`src/inc/encoder_seq_cfg.svh`:
```
// Timing, register map and field layout of the encoder transmit sequencer
// What this block does
// - A started code word completes unless the time-out or the quick learning low battery stop cuts it; a held button keeps sending whole words.
// - A momentary press gives one complete word, or four with the option.
// - A button held for the shutoff time-out stops all transmission.
// - Baud select sets the time element; code 00b sends every word.
// - Blanking with baud 01b or 10b sends every second word only.
// - Blanking with baud 11b sends one word in four.
// - Delayed advance adds 12 to the counter after the time-out period.
// - So the next activation shows the counter 13 above the last.
// - Released early: stop sending, stay powered, add 12 at period end.
// - A new press while waiting restarts the timer and adds one only.
// - With delayed advance the press tally clears only after the period.
// - RF enable output covers each sent word in ASK, the whole transmission in FSK; setup select picks ASK or FSK.
// - Good battery: LED driven low 32 ms every 512 ms while sending.
// - Low battery: LED driven low once for 200 ms.
// - Long preamble stretches the first word's preamble to 64 ms square wave.
// - Quick learning shortens the wait before a delayed seed to 3 s.
// - Quick learning with ASK setup holds DATA low while LED is low.
// - Quick learning with FSK: DATA high, RF enable low while LED low.
// - Quick learning and low battery: transmit only until the LED lights.
// - Quick learning with temporary seed: a press sequence disables seed for good.
// - A press counts only after a 20 ms debounce.
// - Transmission starts 30 ms after the press is detected.
// - Limited seed stays available until counter low seven bits wrap.
`ifndef ENCODER_SEQ_CFG_SVH
`define ENCODER_SEQ_CFG_SVH
`define CLOCK_MHZ 250
`define BASE_TICK_US 100
`define TICK_CYCLES (`BASE_TICK_US * `CLOCK_MHZ)
`define TICKS_PER_MS (1000 / `BASE_TICK_US)
`define SHUTOFF_TIMEOUT_MS 20000
`define TRANSMIT_DELAY_MS 30
`define PRESS_DEBOUNCE_MS 20
`define LONG_PREAMBLE_TIME_MS 64
`define LONG_PREAMBLE_TICKS (`LONG_PREAMBLE_TIME_MS * `TICKS_PER_MS)
`define INDICATOR_ON_TIME_MS 32
`define INDICATOR_OFF_TIME_MS 480
`define INDICATOR_LOW_BATT_TIME_MS 200
`define DELAYED_SEED_WAIT_MS 3000
`define SEED_WAIT_SLOW_MS 6000
`define PREAMBLE_TE 31
`define HEADER_TE_PWM 10
`define HEADER_TE_MAN 4
`define DATA_TE_PWM 207
`define DATA_TE_MAN 142
`define GUARD_TE_PWM 46
`define GUARD_TE_MAN 31
`define DELAYED_ADVANCE 16'h000C
`define SEED_KILL_PRESSES 2'h3
`define MIN_WORDS_FOUR 8'h04
`define BUTTON_COUNT 3
`define REG_CTRL 8'h00
`define REG_STATUS 8'h04
`define REG_SYNC 8'h08
`define CTRL_RESET 11'h000
`define SYNC_RESET 16'h0000
`define CTRL_MIN4 0
`define CTRL_BLANK 1
`define CTRL_BAUD_LO 2
`define CTRL_BAUD_HI 3
`define CTRL_DELAYED_COUNTER_ADVANCE 4
`define CTRL_FSK 5
`define CTRL_LONG_PREAMBLE_ENABLE 6
`define CTRL_QL 7
`define CTRL_TMPSEED 8
`define CTRL_MANCH 9
`define CTRL_RFPIN 10
`endif

```
`src/inc/encoder_seq_pkg.sv`:
```
// Types shared by the encoder transmit sequencer
package encoder_seq_pkg;
    typedef enum logic [4:0] {
        ST_IDLE = 5'h01,
        ST_DELAY = 5'h02,
        ST_SEND = 5'h04,
        ST_HOLD = 5'h08,
        ST_STUCK = 5'h10
    } seqState_t;
endpackage

```
`src/hw/encoder_transmit_sequencer.sv`:
```
// Transmit sequencer: word framing, blanking, time-out, delayed advance, LED and Wishbone registers
//
// Chosen here: the Wishbone register port and the placing of the registers.
`timescale 1ns/1ps
`include "encoder_seq_cfg.svh"
module encoder_transmit_sequencer #(
    parameter int TICK_CYCLES = `TICK_CYCLES, // Clock cycles per 100 us base tick
    parameter int SHUTOFF_TIMEOUT_MS = `SHUTOFF_TIMEOUT_MS, // Auto-shutoff period
    parameter int SEED_WAIT_QUICK_MS = `DELAYED_SEED_WAIT_MS, // Seed wait with quick learning
    parameter int SEED_WAIT_SLOW_MS = `SEED_WAIT_SLOW_MS // Seed wait without quick learning
) (
    input wire logic clk, // 250 MHz clock
    input wire logic resetn, // Synchronous reset, active low
    input wire logic [`BUTTON_COUNT-1:0] buttonPin, // Raw button pins, active high
    input wire logic lowVoltagePin, // Supply below trip point, asynchronous
    input wire logic dataBit, // Data level for the current time element
    input wire logic cyc_i, // Wishbone cycle
    input wire logic stb_i, // Wishbone strobe
    input wire logic we_i, // Wishbone write enable
    input wire logic [7:0] adr_i, // Wishbone byte address
    input wire logic [3:0] sel_i, // Wishbone byte selects
    input wire logic [31:0] dat_i, // Wishbone write data
    output logic [31:0] dat_o, // Wishbone read data
    output logic ack_o, // Wishbone acknowledge
    output logic dataOut, // DATA pin to transmitter
    output logic rfEnable, // RF enable output pin
    output logic ledN, // LED pin, active low
    output logic teStrobe, // Pulse at each data time element boundary
    output logic seedRequest, // Pulse asking the word builder for a seed word
    output logic [15:0] syncCount // Stored synchronisation counter
);
    import encoder_seq_pkg::*;

    generate
        if (TICK_CYCLES < 2 || TICK_CYCLES > 65535 || SHUTOFF_TIMEOUT_MS < 100 || SHUTOFF_TIMEOUT_MS > 32767
            || SEED_WAIT_QUICK_MS < 1 || SEED_WAIT_SLOW_MS >= SHUTOFF_TIMEOUT_MS) begin : g_bad
            $error("Unsupported timing parameters");
        end
    endgenerate

    seqState_t state_q, state_d;
    logic [15:0] preCnt_q;
    logic [3:0] tickMs_q;
    logic tick, msTick;
    logic [`BUTTON_COUNT-1:0] btn, btnPrev_q;
    logic active, press, activation;
    logic lvMeta_q, lowV_q;
    logic [10:0] ctrl_q;
    logic [15:0] sync_q, syncInc;
    logic [6:0] delayMs_q;
    logic [14:0] toMs_q;
    logic timerRun, toElapsed;
    logic [2:0] teCnt_q, teLast;
    logic [1:0] teShift, seg_q, tally_q;
    logic [9:0] segPos_q, segLen, ledMs_q;
    logic [7:0] wordIdx_q, minWords;
    logic teEdge, wordEnd, blanked, wordOn, ledLowNow, qlStop, lvl, rfOn;
    logic seedOff_q, seedWrap_q, seedAvail, seedReq_q;
    logic dataOut_q, rfEnable_q, ledN_q, ack_q;
    logic [31:0] dat_q;
    logic wbHit, wbWr;
    logic [14:0] seedWait;
    logic [7:0] syncLowSum;

    wire minFour = ctrl_q[`CTRL_MIN4];
    wire blankOn = ctrl_q[`CTRL_BLANK];
    wire [1:0] baud = ctrl_q[`CTRL_BAUD_HI:`CTRL_BAUD_LO];
    wire delayed_counter_advance = ctrl_q[`CTRL_DELAYED_COUNTER_ADVANCE];
    wire pllFsk = ctrl_q[`CTRL_FSK];
    wire longPre = ctrl_q[`CTRL_LONG_PREAMBLE_ENABLE];
    wire ql = ctrl_q[`CTRL_QL];
    wire tmpSeed = ctrl_q[`CTRL_TMPSEED];
    wire manch = ctrl_q[`CTRL_MANCH];
    wire rfPin = ctrl_q[`CTRL_RFPIN];

    // Base tick of 100 us and a millisecond tick derived from it
    assign tick = preCnt_q == 16'(TICK_CYCLES - 1);
    assign msTick = tick && tickMs_q == 4'(`TICKS_PER_MS - 1);
    always_ff @(posedge clk) begin
        if (!resetn || tick) begin
            preCnt_q <= 16'h0000;
        end else begin
            preCnt_q <= preCnt_q + 16'h0001;
        end
    end
    always_ff @(posedge clk) begin
        if (!resetn || msTick) begin
            tickMs_q <= 4'h0;
        end else if (tick) begin
            tickMs_q <= tickMs_q + 4'h1;
        end
    end

    press_debounce #(
        .WIDTH(`BUTTON_COUNT),
        .DEBOUNCE_MS(`PRESS_DEBOUNCE_MS)
    ) u_debounce (
        .clk(clk),
        .resetn(resetn),
        .msTick(msTick),
        .pinIn(buttonPin),
        .level(btn)
    );

    always_ff @(posedge clk) begin
        lvMeta_q <= resetn && lowVoltagePin;
        lowV_q <= resetn && lvMeta_q;
        btnPrev_q <= resetn ? btn : '0;
    end
    assign active = |btn;
    assign press = |(btn & ~btnPrev_q);
    assign activation = press && (state_q == ST_IDLE || state_q == ST_HOLD);

    // Wishbone slave: one wait state, unmapped reads return zero
    assign wbHit = cyc_i && stb_i && !ack_q;
    assign wbWr = wbHit && we_i;
    always_ff @(posedge clk) begin
        ack_q <= resetn && wbHit;
    end
    always_ff @(posedge clk) begin
        if (!resetn) begin
            dat_q <= 32'h00000000;
        end else if (wbHit && !we_i) begin
            unique case (adr_i)
                `REG_CTRL: dat_q <= {21'h000000, ctrl_q};
                `REG_STATUS: dat_q <= {wordIdx_q, 14'h0000, tally_q, seedWrap_q, seedOff_q, lowV_q, state_q};
                `REG_SYNC: dat_q <= {16'h0000, sync_q};
                default: dat_q <= 32'h00000000;
            endcase
        end
    end
    always_ff @(posedge clk) begin
        if (!resetn) begin
            ctrl_q <= `CTRL_RESET;
        end else if (wbWr && adr_i == `REG_CTRL) begin
            if (sel_i[0]) begin
                ctrl_q[7:0] <= dat_i[7:0];
            end
            if (sel_i[1]) begin
                ctrl_q[10:8] <= dat_i[10:8];
            end
        end
    end

    always_comb begin
        unique case (baud)
            2'h0: teShift = manch ? 2'h3 : 2'h2;
            2'h1: teShift = manch ? 2'h2 : 2'h1;
            default: teShift = manch ? 2'h1 : 2'h0;
        endcase
        teLast = 3'((4'h1 << teShift) - 4'h1);
    end

    always_comb begin
        unique case (seg_q)
            2'h0: segLen = (longPre && wordIdx_q == 8'h00) ? 10'(`LONG_PREAMBLE_TICKS >> teShift)
                                                           : 10'(`PREAMBLE_TE);
            2'h1: segLen = manch ? 10'(`HEADER_TE_MAN) : 10'(`HEADER_TE_PWM);
            2'h2: segLen = manch ? 10'(`DATA_TE_MAN) : 10'(`DATA_TE_PWM);
            default: segLen = manch ? 10'(`GUARD_TE_MAN) : 10'(`GUARD_TE_PWM);
        endcase
    end
    assign teEdge = state_q == ST_SEND && tick && teCnt_q == teLast;
    assign wordEnd = teEdge && seg_q == 2'h3 && segPos_q == segLen - 10'h001;
    assign teStrobe = teEdge && seg_q == 2'h2;

    // word position clears when a transmission is not in progress
    always_ff @(posedge clk) begin
        if (!resetn || state_q != ST_SEND) begin
            teCnt_q <= 3'h0;
            seg_q <= 2'h0;
            segPos_q <= 10'h000;
            wordIdx_q <= 8'h00;
        end else if (tick) begin
            teCnt_q <= teEdge ? 3'h0 : teCnt_q + 3'h1;
            if (teEdge && segPos_q == segLen - 10'h001) begin
                segPos_q <= 10'h000;
                seg_q <= seg_q + 2'h1;
                if (seg_q == 2'h3 && wordIdx_q != 8'hFF) begin
                    wordIdx_q <= wordIdx_q + 8'h01;
                end
            end else if (teEdge) begin
                segPos_q <= segPos_q + 10'h001;
            end
        end
    end

    // blanking pattern; code 00b never blanks
    assign blanked = blankOn && baud != 2'h0 && (baud == 2'h3 ? wordIdx_q[1:0] != 2'h0 : wordIdx_q[0]);
    assign wordOn = state_q == ST_SEND && !blanked;

    // Timer runs from activation through the powered wait
    assign timerRun = state_q == ST_DELAY || state_q == ST_SEND || state_q == ST_HOLD;
    assign toElapsed = timerRun && msTick && toMs_q == 15'(SHUTOFF_TIMEOUT_MS - 1);
    // restart timer on an activation press, from idle or hold
    always_ff @(posedge clk) begin
        if (!resetn || activation) begin
            toMs_q <= 15'h0000;
        end else if (timerRun && msTick && toMs_q != 15'h7FFF) begin
            toMs_q <= toMs_q + 15'h0001;
        end
    end
    always_ff @(posedge clk) begin
        if (!resetn || state_q != ST_DELAY) begin
            delayMs_q <= 7'h00;
        end else if (msTick) begin
            delayMs_q <= delayMs_q + 7'h01;
        end
    end

    // LED: off phase first, then a periodic or single low pulse
    always_ff @(posedge clk) begin
        if (!resetn || state_q != ST_SEND) begin
            ledMs_q <= 10'h000;
        end else if (msTick) begin
            if (!lowV_q && ledMs_q == 10'(`INDICATOR_OFF_TIME_MS + `INDICATOR_ON_TIME_MS - 1)) begin
                ledMs_q <= 10'h000;
            end else if (ledMs_q != 10'h3FF) begin
                ledMs_q <= ledMs_q + 10'h001;
            end
        end
    end
    assign ledLowNow = state_q == ST_SEND && ledMs_q >= 10'(`INDICATOR_OFF_TIME_MS)
        && (!lowV_q || ledMs_q < 10'(`INDICATOR_OFF_TIME_MS + `INDICATOR_LOW_BATT_TIME_MS));
    assign qlStop = ql && lowV_q && ledLowNow;

    assign minWords = minFour ? `MIN_WORDS_FOUR : 8'h01;
    always_comb begin
        state_d = state_q;
        unique case (state_q)
            ST_IDLE: begin
                if (press) begin
                    state_d = ST_DELAY;
                end
            end
            ST_DELAY: begin
                if (msTick && delayMs_q == 7'(`TRANSMIT_DELAY_MS - 1)) begin
                    state_d = ST_SEND;
                end
            end
            ST_SEND: begin
                if (toElapsed && active) begin
                    state_d = ST_STUCK;
                // words end on a boundary after the minimum, or at once on qlStop
                end else if (qlStop || (wordEnd && !active && wordIdx_q + 8'h01 >= minWords)) begin
                    // with delayed advance stay powered until the period ends, else go idle
                    state_d = delayed_counter_advance ? ST_HOLD : ST_IDLE;
                end
            end
            ST_HOLD: begin
                if (press) begin
                    state_d = ST_DELAY;
                end else if (toElapsed) begin
                    state_d = ST_IDLE;
                end
            end
            ST_STUCK: begin
                if (!active) begin
                    state_d = ST_IDLE;
                end
            end
            default: state_d = ST_IDLE;
        endcase
    end
    always_ff @(posedge clk) begin
        if (!resetn) begin
            state_q <= ST_IDLE;
        end else begin
            state_q <= state_d;
        end
    end

    // one per activation, twelve when the period elapses with delayed advance
    always_comb begin
        if (activation) begin
            syncInc = 16'h0001;
        end else if (toElapsed && delayed_counter_advance) begin
            syncInc = `DELAYED_ADVANCE;
        end else begin
            syncInc = 16'h0000;
        end
        syncLowSum = {1'b0, sync_q[6:0]} + syncInc[7:0];
    end
    // Hardware increments win over a software write in the same cycle
    always_ff @(posedge clk) begin
        if (!resetn) begin
            sync_q <= `SYNC_RESET;
        end else if (syncInc != 16'h0000) begin
            sync_q <= sync_q + syncInc;
        end else if (wbWr && adr_i == `REG_SYNC) begin
            if (sel_i[0]) begin
                sync_q[7:0] <= dat_i[7:0];
            end
            if (sel_i[1]) begin
                sync_q[15:8] <= dat_i[15:8];
            end
        end
    end
    assign syncCount = sync_q;

    // tally clears only on the return to idle
    always_ff @(posedge clk) begin
        if (!resetn || (state_q != ST_IDLE && state_d == ST_IDLE)) begin
            tally_q <= 2'h0;
        end else if (press && tally_q != 2'h3) begin
            tally_q <= tally_q + 2'h1;
        end
    end

    // limited seed ends at low seven bit wrap
    always_ff @(posedge clk) begin
        if (!resetn) begin
            seedWrap_q <= 1'b0;
        end else if (syncInc != 16'h0000 && syncLowSum[7]) begin
            seedWrap_q <= 1'b1;
        end
    end
    always_ff @(posedge clk) begin
        if (!resetn) begin
            seedOff_q <= 1'b0;
        end else if (ql && tmpSeed && press && tally_q == `SEED_KILL_PRESSES - 2'h1) begin
            seedOff_q <= 1'b1;
        end
    end
    assign seedAvail = !seedOff_q && !(tmpSeed && seedWrap_q);
    assign seedWait = ql ? 15'(SEED_WAIT_QUICK_MS) : 15'(SEED_WAIT_SLOW_MS);
    always_ff @(posedge clk) begin
        seedReq_q <= resetn && state_q == ST_SEND && active && seedAvail && msTick
            && toMs_q == seedWait - 15'h0001;
    end

    // RF enable: ASK gates per sent word, FSK holds through the transmission
    always_comb begin
        lvl = 1'b0;
        if (wordOn && seg_q == 2'h0) begin
            lvl = !segPos_q[0];
        end else if (wordOn && seg_q == 2'h2) begin
            lvl = dataBit;
        end
        // quick learning: modulation off while LED is low
        if (ql && ledLowNow) begin
            lvl = pllFsk;
        end
        rfOn = rfPin && (pllFsk ? state_q == ST_SEND : wordOn) && !(ql && pllFsk && ledLowNow);
    end
    always_ff @(posedge clk) begin
        dataOut_q <= resetn && lvl;
        rfEnable_q <= resetn && rfOn;
        ledN_q <= !resetn || !ledLowNow;
    end

    assign dat_o = dat_q;
    assign ack_o = ack_q;
    assign dataOut = dataOut_q;
    assign rfEnable = rfEnable_q;
    assign ledN = ledN_q;
    assign seedRequest = seedReq_q;
endmodule // encoder_transmit_sequencer

```
`src/hw/press_debounce.sv`:
```
// Button synchroniser and debounce filter
`timescale 1ns/1ps
module press_debounce #(
    parameter int WIDTH = 3, // Number of button pins
    parameter int DEBOUNCE_MS = 20 // Stable time before a level is accepted
) (
    input wire logic clk, // System clock
    input wire logic resetn, // Synchronous reset, active low
    input wire logic msTick, // One-cycle pulse each millisecond
    input wire logic [WIDTH-1:0] pinIn, // Raw button pins
    output logic [WIDTH-1:0] level // Debounced button levels
);
    generate
        if (DEBOUNCE_MS < 2 || DEBOUNCE_MS > 255) begin : g_bad
            $error("Debounce time out of range");
        end
    endgenerate

    generate
        for (genvar i = 0; i < WIDTH; i++) begin : g_btn
            logic meta_q;
            logic sync_q;
            logic level_q;
            logic [7:0] cnt_q;
            always_ff @(posedge clk) begin
                meta_q <= resetn && pinIn[i];
                sync_q <= resetn && meta_q;
            end
            // A change must hold a full debounce time; any bounce restarts the count
            always_ff @(posedge clk) begin
                if (!resetn || sync_q == level_q) begin
                    cnt_q <= 8'h00;
                end else if (msTick) begin
                    cnt_q <= cnt_q + 8'h01;
                end
            end
            always_ff @(posedge clk) begin
                if (!resetn) begin
                    level_q <= 1'b0;
                end else if (msTick && sync_q != level_q && cnt_q == 8'(DEBOUNCE_MS - 1)) begin
                    level_q <= sync_q;
                end
            end
            assign level[i] = level_q;
        end
    endgenerate
endmodule // press_debounce

```
`config.mk`:
```
export PLATFORM = sky130hd
export DESIGN_NAME = encoder_transmit_sequencer
export DESIGN_NICKNAME = d
export VERILOG_FILES = /design/src/inc/encoder_seq_pkg.sv /design/src/hw/encoder_transmit_sequencer.sv /design/src/hw/press_debounce.sv
export VERILOG_INCLUDE_DIRS = /design/src /design/src/inc
export SDC_FILE = /design/constraint.sdc
export NUM_CORES = 1
export LEC_CHECK = 0
export BUFFER_PORTS_ARGS = -buffer_cell sky130_fd_sc_hd__buf_2
export CORE_AREA = 2 2 128 130
export DETAILED_ROUTE_END_ITERATION = 7
export DIE_AREA = 0 0 130 132
export PLACE_DENSITY = 0.79
export SETUP_SLACK_MARGIN = 0.1
export SLEW_MARGIN = 15
export SYNTH_ARGS = -nofsm -noshare
export SYNTH_HDL_FRONTEND = slang
export SYNTH_SLANG_ARGS = --single-unit
```
`constraint.sdc`:
```
create_clock -name clk -period 5.1 [get_ports clk]
set_input_delay 0.255 -clock clk [delete_from_list [all_inputs] [get_ports clk]]
set_output_delay 0.255 -clock clk [all_outputs]
set_load 0.03 [all_outputs]
```
==> impl_metrics.csv <==
group,metric,value,unit
worst_setup_path,arrival,4600,ps
floorplanning,fp.dieW,130,µm
worst_setup_path,worst_path_most_repeated_cell,"a21oi_1",
floorplanning,fp.coreArea,15700,µm²
final_layout,antenna_cells,0,
worst_setup_path,critPathTopFamily,"compound AO/OA/AOI/OAI gates",
sta,slew_headroom,0.293,
worst_setup_path,cp.required,5450,ps
floorplanning,start_util,0.586,
routing,dr.pass1.iters,7,
worst_setup_path,worstSetupPathType,"reg2reg",
status,status,"completed",
synthesis,ys_warn_count,0,
hold_path,hp-class,"in2reg",
power_and_ir_drop,pwr-share-comb,0.023,
cts,cts_root_buf,"clkbuf_16",
routing,vias,8211,
sta,tns,0,ps
sta,final_max_slew_viol_count,0,
worst_setup_path,endpoint_kind,"register",
cts,cts_hold_buf,0,
synthesis,ys_ff_latch,178,
final_layout,fill_cells,1310,
cts,htreeDepth,4,
cts,cts_tree,"built",
worst_setup_path,r2r_start,"wordIdx_q[2]",
cts,cts_buffer_depth,2,
final_layout,layout-drive-gt1-share,0.113,
worst_setup_path,crit_path_cell_trace,"or4_4, o21ai_1, nand2_1, a21oi_1, ha_1, xnor2_1, a21oi_1, o21ai_0, a2111oi_0, o2111a_1, o21ai_2, or4_1, a21oi_1",
power_and_ir_drop,p_sw,0.670,mW
floorplanning,io_pins,108,
sta,worstMarginPinSlew,1050,ps
final_layout,area_growth_syn_to_layout,12.1,%
synthesis,ys_seq_area_frac,0.387,
placement,routabilityCongestion,0.923,
sta,final.period_utilization,0.833,
synthesis,synthArstFlopShare,0,
synthesis,syn_avg_cell_area,8.22,µm²
final_layout,nets,1263,
cts,cts_setup_buffers,0,
floorplanning,die_h,132,µm
sta,max_freq,235,MHz
worst_setup_path,critPathSlowestCell,"a2111oi_0",
routing,routedWlPerCell,15.4,µm
sta,hold_viol_final,0,
placement,io_buffers,81,
routing,drc_errors,0,
sta,period_minus_slack,4250,ps
worst_setup_path,start_kind,"register",
sta,rsz0062_at_grt,"false",
routing,routed_wl,21600,µm
final_layout,mostFrequentLayoutCells,"178 x dfxtp_1, 159 x nor2_1, 108 x nand2_1",
hold_path,min_from,"buttonPin[0]",
routing,avgViaCountPerCell,5.83,
placement,hpwl,15300,µm
synthesis,syn_inst,1119,
synthesis,synth_area,9200,µm²
final_layout,layout_commonest_cell,"dfxtp_1",
global_route,grt_antenna_before_repair,0,
cts,ctsResizeCount,0,
flow_run,maxCapViolations,0,
worst_setup_path,cp_max_fo,20,
power_and_ir_drop,p_clk_frac,0.475,
power_and_ir_drop,p_leak,3.99,nW
routing,dr.first_iter.drc_count,630,
cts,insertion_delay,440,ps
power_and_ir_drop,netSwitchingFraction,0.241,
synthesis,ys.flop_type,"dfxtp_1",
power_and_ir_drop,finalPower,2.78,mW
worst_setup_path,cpPeakStageDelay,590,ps
routing,drtAntennaViolNets,0,
global_route,overflow,0,
global_route,grt_usage,0.254,
cts,clock-sinks,178,
floorplanning,std_cell_rows,46,
global_route,grt_start_max_net_pins,61,
synthesis,synth-edff-count,0,
floorplanning,dieArea,17200,µm²
synthesis,ys_types,65,
power_and_ir_drop,power_density,270,nW/µm²
power_and_ir_drop,seqPwrFrac,0.502,
power_and_ir_drop,internal-power,2.11,mW
cts,path_clk_slew,70,ps
sta,finalSetupViolCount,0,
global_route,grt_pass1_wl,35800,µm
worst_setup_path,crit_start,"wordIdx_q[2]",
sta,fin_worst_skew,14.9,ps
global_route,grt_pass1_vias,7469,
power_and_ir_drop,ir_worst_vdd,0.000261,V
worst_setup_path,cp.buffers_inverters,0,
cts,cts_buffers,17,
area by class of cell:
type | count | area [µm²] | area share
multi-input combinational | 862 | 5310 | 0.515
sequential | 178 | 3560 | 0.346
timing repair buffer | 88 | 458 | 0.0444
clock buffer | 18 | 429 | 0.0416
tap | 216 | 270 | 0.0262
clock inverter | 14 | 161 | 0.0157
inverter | 33 | 124 | 0.0120
registers in the layout, indices dropped and copies added (netlist names), 2 cells and up:
name                      cells
tally_q                       2
syncCount                    16
wordIdx_q                     8
ctrl_q                       11
u_debounce.g_btn.level_q      3
dat_o                        24
segPos_q                     10
teCnt_q                       3
btnPrev_q                     3
u_debounce.g_btn.cnt_q       24
toMs_q                       15
state_q                       5
u_debounce.g_btn.sync_q       3
u_debounce.g_btn.meta_q       3
seg_q                         2
tickMs_q                      4
ledMs_q                      10
delayMs_q                     7
preCnt_q                     16
power by group through the flow:
| stage | Clock (mW) | Combinational (mW) | Sequential [mW] |
|---|---|---|---|
| CTS | 1.34 | 0.0637 | 1.40 |
| detailed placement | 0 | 0.0633 | 1.43 |
| global placement | 0 | 0.0629 | 1.43 |
| finish | 1.32 | 0.0642 | 1.40 |
| global route | 1.39 | 0.0695 | 1.40 |
| floorplan | 0 | 0.0428 | 1.43 |
logic make-up after synthesis:
family | share of synthesized area
adders and majority gates | 0.0394
xor gates and xnor gates | 0.0790
and+or+nand+nor | 0.278
AOI/OAI and AO/OA | 0.146
buffers and inverters | 0.0401
muxes | 0.0294
DFF | 0.387
other | 0.000408
synthesized netlist by cell type (all sizes together), types with 8 or more instances:
cell / count / share of area
xnor2: 32 / 0.030
nor3: 26 / 0.014
nand4: 28 / 0.019
nand2: 108 / 0.044
inv: 32 / 0.013
xor2: 51 / 0.049
clkbuf: 40 / 0.016
nor4: 13 / 0.0088
and2: 18 / 0.012
nor2b: 8 / 0.0054
or3: 15 / 0.010
ha: 29 / 0.039
a21oi: 57 / 0.031
buf: 13 / 0.010
mux2i: 27 / 0.029
nor2: 159 / 0.065
nand3: 49 / 0.027
a22oi: 26 / 0.021
and3: 30 / 0.020
a21o: 10 / 0.0082
or4: 9 / 0.0082
a311oi: 9 / 0.0086
o21ai: 50 / 0.028
dfxtp: 178 / 0.39
nand2b: 9 / 0.0061
per-stage QoR:
stage	std cells	cell area (µm²)	hold slack, ps	worst slack, ps	util
final	1409	10300	18.8	850	0.656
after CTS	1409	10300	8.95	912	0.656
after floorplan	1126	9230	382	1520	-
after global routing	1409	10300	13.2	554	0.656
after global placement	1377	9720	418	988	0.619
after detailed placement	1377	9720	423	939	0.619
final timing paths:
kind                                      to  slack (ps)  cells past startpoint
setup / recovery                wordIdx_q[4]         850                     13
hold / removal    u_debounce.g_btn[0].meta_q          20                      2
setup reg to reg                wordIdx_q[4]         850                     13
hold reg to reg   u_debounce.g_btn[1].sync_q         450                      1
worst reg2reg max path, cell delays in order, from the launching register on:
cell       delay (ps)
dfxtp_1           400
or4_4             580
o21ai_1           490
nand2_1           100
a21oi_1           130
ha_1              250
xnor2_1           130
a21oi_1           110
o21ai_0           110
a2111oi_0         590
o2111a_1          330
o21ai_2           230
or4_1             570
a21oi_1           150
routing by layer:
layer	track usage	share of wire
met1	0.348	0.47
met2	0.408	0.47
met3	0.0519	0.046
met4	0.0687	0.014
met5	0	0
No activity file was read; power rests on OpenSTA's default activity.
